<file path="src/rtl/cdc_pkg.sv">
package cdc_pkg;

   // ----------------------------------------------------------------
   // Register map
   // ----------------------------------------------------------------
   localparam int ADDR_W = 7;
   localparam int DATA_W = 16;
   localparam int NREG = 8;

   localparam logic [6:0] ADDR_SOFT_RESET_AND_IDENT = 7'h00;
   localparam logic [6:0] ADDR_POWER_MANAGEMENT_ONE = 7'h01;
   localparam logic [6:0] ADDR_INPUT_ROUTING_CONTROL = 7'h2C;
   localparam logic [6:0] ADDR_INPUT_GAIN_CONTROL = 7'h2D;
   localparam logic [6:0] ADDR_ADC_BOOST_CONTROL = 7'h2F;
   localparam logic [6:0] ADDR_OUTPUT_CONTROL = 7'h31;
   localparam logic [6:0] ADDR_SPEAKER_MIXER_CONTROL = 7'h32;
   localparam logic [6:0] ADDR_SPEAKER_VOLUME_CONTROL = 7'h36;
   localparam logic [6:0] ADDR_MONO_MIXER_CONTROL = 7'h38;

   // Stored registers, in slot order 0..NREG-1
   localparam logic [6:0] REG_ADDR [NREG] = '{
      ADDR_POWER_MANAGEMENT_ONE, ADDR_INPUT_ROUTING_CONTROL,
      ADDR_INPUT_GAIN_CONTROL, ADDR_ADC_BOOST_CONTROL,
      ADDR_OUTPUT_CONTROL, ADDR_SPEAKER_MIXER_CONTROL,
      ADDR_SPEAKER_VOLUME_CONTROL, ADDR_MONO_MIXER_CONTROL};

   // Writable bits per slot; all others read as zero, except the revision field of slot 0
   localparam logic [15:0] REG_MASK [NREG] = '{
      16'h01F8, 16'h010F, 16'h00FF, 16'h0100,
      16'h0003, 16'h0023, 16'h01FF, 16'h00C7};

   // Values after reset per slot
   localparam logic [15:0] REG_RESET [NREG] = '{
      16'h0000, 16'h0002, 16'h0050, 16'h0000,
      16'h0002, 16'h0000, 16'h0079, 16'h0000};

   // Read-only revision field in the power register
   localparam int REV_LSB = 0;
   localparam int REV_W = 3;

   // ----------------------------------------------------------------
   // Control word carried to the analogue section
   // ----------------------------------------------------------------
   typedef struct packed {
      logic ref_free_bias_enable;
      logic level_shifter_enable;
      logic aux_buffer_enable;
      logic loop_synth_enable;
      logic mic_bias_enable;
      logic amp_bias_enable;
      logic mic_bias_level_select;
      logic aux_input_mode;
      logic aux_to_input_amp;
      logic mic_neg_to_input_amp;
      logic mic_pos_to_input_amp;
      logic input_amp_zero_cross;
      logic input_amp_silence;
      logic [5:0] input_amp_gain;
      logic input_amp_boost;
      logic thermal_shutdown_enable;
      logic out_ref_select;
      logic aux_to_speaker;
      logic bypass_to_speaker;
      logic playback_to_speaker;
      logic speaker_attenuate;
      logic speaker_zero_cross;
      logic speaker_silence;
      logic [5:0] speaker_gain;
      logic line_out_attenuate;
      logic line_out_silence;
      logic aux_to_line_out;
      logic bypass_to_line_out;
      logic playback_to_line_out;
   } cdc_ctrl_t;

endpackage

</file>
<file path="src/rtl/cdc_regs.sv">
`timescale 1ns/100ps
`default_nettype none

module cdc_regs #(
   parameter logic [15:0] PART_IDENT = 16'h5A5A, // Arbitrary value
   parameter logic [2:0] SILICON_REV = 3'h0
) (
   input wire logic clk_sys,
   input wire logic reset_n,
   input wire logic clk_en,
   input wire logic reg_wr,
   input wire logic reg_rd,
   input wire logic [cdc_pkg::ADDR_W-1:0] reg_addr,
   input wire logic [cdc_pkg::DATA_W-1:0] reg_wdata,
   output logic [cdc_pkg::DATA_W-1:0] reg_rdata,
   output cdc_pkg::cdc_ctrl_t ctrl
);
   import cdc_pkg::*;

   // ----------------------------------------------------------------
   // Decode
   // ----------------------------------------------------------------
   logic [15:0] regs [NREG];
   logic [NREG-1:0] hit;
   logic [15:0] rd_terms [NREG];
   logic [15:0] rd_or;
   logic soft_reset;
   logic [15:0] next_rdata;

   // Write to address zero carries no data, only the reset action
   assign soft_reset = reg_wr && (reg_addr == ADDR_SOFT_RESET_AND_IDENT);

   // ----------------------------------------------------------------
   // Register slots
   // ----------------------------------------------------------------
   genvar gi;
   generate
      for (gi = 0; gi < NREG; gi++) begin : g_slot
         assign hit[gi] = (reg_addr == REG_ADDR[gi]);
         assign rd_terms[gi] = hit[gi] ? regs[gi] : 16'h0000;
         // Store masked data, reserved bits forced to zero
         always_ff @(posedge clk_sys or negedge reset_n) begin
            if (!reset_n) begin
               regs[gi] <= REG_RESET[gi];
            end else if (clk_en) begin
               if (soft_reset) begin
                  regs[gi] <= REG_RESET[gi];
               end else if (reg_wr && hit[gi]) begin
                  regs[gi] <= reg_wdata & REG_MASK[gi];
               end
            end
         end
      end
   endgenerate

   // ----------------------------------------------------------------
   // Read path
   // ----------------------------------------------------------------
   // OR of the selected slot; only one slot can match
   always_comb begin
      rd_or = 16'h0000;
      for (int i = 0; i < NREG; i++) begin
         rd_or = rd_or | rd_terms[i];
      end
   end

   // Identity at zero, revision merged into the power register
   always_comb begin
      next_rdata = rd_or;
      if (reg_addr == ADDR_SOFT_RESET_AND_IDENT) begin
         next_rdata = PART_IDENT;
      end else if (reg_addr == ADDR_POWER_MANAGEMENT_ONE) begin
         next_rdata[REV_LSB +: REV_W] = SILICON_REV;
      end
   end

   // Read data is held until the next read
   always_ff @(posedge clk_sys or negedge reset_n) begin
      if (!reset_n) begin
         reg_rdata <= 16'h0000;
      end else if (clk_en && reg_rd) begin
         reg_rdata <= next_rdata;
      end
   end

   // ----------------------------------------------------------------
   // Control fields
   // ----------------------------------------------------------------
   // Power management: slot 0
   assign ctrl.ref_free_bias_enable = regs[0][8];
   assign ctrl.level_shifter_enable = regs[0][7];
   assign ctrl.aux_buffer_enable = regs[0][6];
   assign ctrl.loop_synth_enable = regs[0][5];
   assign ctrl.mic_bias_enable = regs[0][4];
   assign ctrl.amp_bias_enable = regs[0][3];
   // Input routing: slot 1
   assign ctrl.mic_bias_level_select = regs[1][8];
   assign ctrl.aux_input_mode = regs[1][3];
   assign ctrl.aux_to_input_amp = regs[1][2];
   assign ctrl.mic_neg_to_input_amp = regs[1][1];
   assign ctrl.mic_pos_to_input_amp = regs[1][0];
   // Input gain: slot 2
   assign ctrl.input_amp_zero_cross = regs[2][7];
   assign ctrl.input_amp_silence = regs[2][6];
   assign ctrl.input_amp_gain = regs[2][5:0];
   // Boost and output: slots 3 and 4
   assign ctrl.input_amp_boost = regs[3][8];
   assign ctrl.thermal_shutdown_enable = regs[4][1];
   assign ctrl.out_ref_select = regs[4][0];
   // Speaker mixer and volume: slots 5 and 6
   assign ctrl.aux_to_speaker = regs[5][5];
   assign ctrl.bypass_to_speaker = regs[5][1];
   assign ctrl.playback_to_speaker = regs[5][0];
   assign ctrl.speaker_attenuate = regs[6][8];
   assign ctrl.speaker_zero_cross = regs[6][7];
   assign ctrl.speaker_silence = regs[6][6];
   assign ctrl.speaker_gain = regs[6][5:0];
   // Line-out mixer: slot 7
   assign ctrl.line_out_attenuate = regs[7][7];
   assign ctrl.line_out_silence = regs[7][6];
   assign ctrl.aux_to_line_out = regs[7][2];
   assign ctrl.bypass_to_line_out = regs[7][1];
   assign ctrl.playback_to_line_out = regs[7][0];

endmodule

`default_nettype wire

</file>
<file path="config.mk">
export PLATFORM = sky130hd
export DESIGN_NAME = cdc_regs
export DESIGN_NICKNAME = d
export VERILOG_FILES = /design/src/rtl/cdc_pkg.sv /design/src/rtl/cdc_regs.sv
export SDC_FILE = /design/constraint.sdc
export NUM_CORES = 1
export LEC_CHECK = 0
export BUFFER_PORTS_ARGS = -buffer_cell sky130_fd_sc_hd__buf_2
export CAP_MARGIN = 25
export CORE_MARGIN = 4
export CORE_UTILIZATION = 40
export DETAILED_ROUTE_END_ITERATION = 8
export PLACE_DENSITY = 0.62
export SLEW_MARGIN = 20
export SYNTH_ARGS = -nofsm -noshare
export SYNTH_HDL_FRONTEND = slang
export SYNTH_SLANG_ARGS = --single-unit
</file>
<file path="constraint.sdc">
create_clock -name clk_sys -period 1.45 [get_ports clk_sys]
set_clock_uncertainty 0.1 [all_clocks]
set_input_delay 0.29 -clock clk_sys [delete_from_list [all_inputs] [get_ports clk_sys]]
set_output_delay 0.29 -clock clk_sys [all_outputs]
set_load 0.02 [all_outputs]
</file>
==> out/metrics.yaml <==
flow_run:
  maxCapViolations: 0
route:
  wire_per_inst_um: 19.3
  vias: 2415
  avgViaCountPerCell: 5.46
  drt_iter0_markers: 159
  drc: 0
  wl_um: 8550
  drtAntennaViolNets: 0
  dr.pass1.iters: 4
cts:
  clock_sinks: 49
  clockBufferDepth: 2
  h-tree-depth: 2
  cts_tree: "done"
  cts_root_buf: "clkbuf_8"
  insertion_delay_ns: 0.30
  cts_buffers: 5
  clkTransAtPathRegs_ns: 0.09
setup_path:
  cp-end-kind: "register"
  cp.required_ns: 1.54
  reg2regPathDepth: 5
  worstPathCellList: "buf_6 -> buf_6 -> nor3_4 -> nand2_1 -> a2111o_1 -> mux2_4"
  worstPathArrival_ns: 1.68
  cp-start-kind: "input pin"
  worst-path-stages: 6
  critical_path_class: "input pin to register"
  worstSetupStartpoint: "reg_addr[6]"
  worstReg2RegEnd: "reg_rdata[5]"
  critical_path.most_common_cell: "buf_6"
  crit_buf_inv: 2
  crit_family: "compound AO/OA/AOI/OAI gates"
  r2r_start: "ctrl[10]"
  worstPathMaxFanout: 5
  slowest_delay_ns: 0.55
  crit_slowest_cell: "a2111o_1"
  r2r_slack_ns: 0
  crit_path_end: "ctrl[32]"
synthesis:
  synth_ff_type: "dfrtp_1"
  syn_inst: 231
  avgSynthCellArea_um2: 11.0
  synth-seq-cells: 49
  async_reset_ff_share_pct: 100
  synth_edf_count: 0
  synth_warnings: 0
  synth.yosys.seq_area_share_pct: 48.5
  netlist_area_mm2: 0.00255
  yosysUniqueCellTypes: 53
floorplanning:
  ioPinCount: 83
  start_util_pct: 42.1
  die_area_mm2: 0.00772
  die_y_um: 87.8
  die_w_um: 87.8
  fp.coreArea_mm2: 0.00606
  placementRows: 28
finish:
  drive_above_1_share_pct: 60.5
  insertedDiodeCount: 0
  multiInputGateArea_mm2: 0.00146
  fin_area_mm2: 0.00394
  fillers: 483
  fin_nets: 394
  regArea_mm2: 0.00124
  synthToLayoutAreaGrowth_pct: 54.4
hold_path:
  hold_class: "input pin to register"
  hold_depth: 3
pwr:
  combPwrFrac_pct: 25.7
  p_leak_nw: 1.95
  p_sw_w: 0.00102
  seqPwrFrac_pct: 49.2
  p_int_w: 0.00223
  vdd_drop_max_mv: 0.504
  clockPowerShare_pct: 25.0
  power.density_mw_per_mm2: 825
  swShare_pct: 31.3
place:
  placed_area_mm2: 0.00345
  dp.final_hpwl_um: 6430
  portBuffers: 72
  gp_congestion: 0.885
  place_ws_ns: -0.508
timing:
  finalSetupViolCount: 34
  rsz0062_at_grt: "true"
  final.setup.tns_ns: -2.28
  period_share_pct: 109
  fin_crit_ns: 1.59
  hold_violations: 0
  clock.fmax_mhz: 630
  report.final.slew_viol_count: 0
  layout_setup_ws_ns: -0.137
grt:
  grt_max_degree: 28
  gr-usage-all-layers_pct: 22.1
  gr-total-overflow: 0
  grt_pass1_wl_um: 12900
  antenna_found_initial: 0
  grt_pass1_vias: 2348
outcome:
  failed_checks: "negative setup slack"
  run_status: "complete, but fails checks"
-- worst reg2reg max path, cell delays in order, from the launching register on --
cell	delay, ns
dfstp_2	0.56
mux2i_1	0.08
nor4b_2	0.29
buf_4	0.17
a221oi_2	0.04
o21ai_1	0.14
-- cells in the mapped netlist, types with 5 or more instances --
master    number  area (um2)
o21ai_0        9        45.0
nor2_1        10        37.5
clkbuf_1       5        18.8
a21oi_1        6        30.0
dfstp_2        9         236
nand2b_1       5        31.3
and2_1        10        62.6
mux2i_1        5        50.1
a22o_1         7        61.3
mux2_2        29         327
nand3_1        5        25.0
nand2_1       15        56.3
dfrtp_1       40        1000
buf_4          7        52.6
-- placed cells by master, fill, tap and decap left out, types with 2 or more instances in the layout --
cell type and instances:
nor2_1 7, nand3b_1 4, mux2_4 19, conb_1 3, buf_2 60, clkbuf_8 5, and2_4 7, buf_12 3
nor2b_1 2, inv_1 4, nand2b_1 5, dfstp_2 9, a21oi_1 5, o22ai_1 2, a22o_1 7, nand2_1 14
mux2i_1 5, nand3_1 4, dfrtp_1 40, and3_1 3, and3b_1 2, o211ai_1 3, and2_1 3, mux2_2 11
buf_8 3, o21ai_1 2, o21ai_0 6, nor2_4 2, nand4b_1 2, buf_6 18, nand4_1 2, a221oi_2 3
nor3_1 2, buf_4 57, a22oi_1 2, nand2_2 2, and4bb_2 2
-- per-layer routing --
metal	vias to the layer above	part of all wire, %	global-route usage (%)
met1	1206	45	32.2
li1	1116	-	-
met2	83	48	35.1
met4	0	1.2	4.46
met5	-	0	0
met3	10	5.5	3.48
-- through the flow --
step           total power (W)  utilization [%]  hold slack, ns  instances
2_1_floorplan          0.00200                -          -0.106        233
3_5_place_dp           0.00234             57.0           0.107        423
5_1_grt                0.00340             64.9           0.132        442
3_3_place_gp           0.00233             57.0           0.107        423
6_report               0.00325             64.9           0.118        442
4_1_cts                0.00321             62.2           0.124        436
-- cells by family after synthesis --
family | after synthesis | synth area share, %
multiplexers | 35 | 15.2
flip-flops | 49 | 48.5
AO/OA/AOI/OAI | 47 | 13.5
AND/OR/NAND/NOR | 79 | 18.4
other | 1 | 0.147
buffers and inverters | 20 | 4.17
-- state kept, by name, indices dropped and copies added, names as in the netlist --
signal     count
ctrl          39
reg_rdata     10
-- worst min-delay path by stage --
stage,from,to,slack (ns)
floorplan,reset_n,ctrl[0],-0.11
global placement,reset_n,ctrl[17],0.11
detailed placement,reset_n,ctrl[1],0.11
CTS,reg_wdata[4],ctrl[34],0.12
global route,reg_wdata[4],ctrl[34],0.13
finish,reg_wdata[4],ctrl[34],0.12
-- timing repair --
| item | 4_1_cts | 5_1_grt |
|---|---|---|
| setup endpoints to repair | 43 | 49 |
| gates resized for setup | 50 | 32 |
| hold endpoints to repair | 11 | 0 |
| hold buffers | 1 | 0 |
| setup buffers | 4 | 6 |
| pin swaps | 10 | 14 |
-- final cells by class --
type                    instances  area share, %
flip-flops and latches         49           31.4
repair buffers                142           26.6
clock buffers                   6           1.84
clock inverters                 2          0.350
inverters                       4          0.381
well taps                      75           2.38
multi-input cells             164           37.0
-- power by group through the flow --
stage          Combinational, W  Clock, W  Sequential, W
6_report               0.000836  0.000813        0.00160
5_1_grt                0.000895  0.000890        0.00161
4_1_cts                0.000791  0.000827        0.00159
3_5_place_dp           0.000724         0        0.00162
3_3_place_gp           0.000714         0        0.00161
2_1_floorplan          0.000265         0        0.00174
No activity file was read; power rests on OpenSTA's default activity.
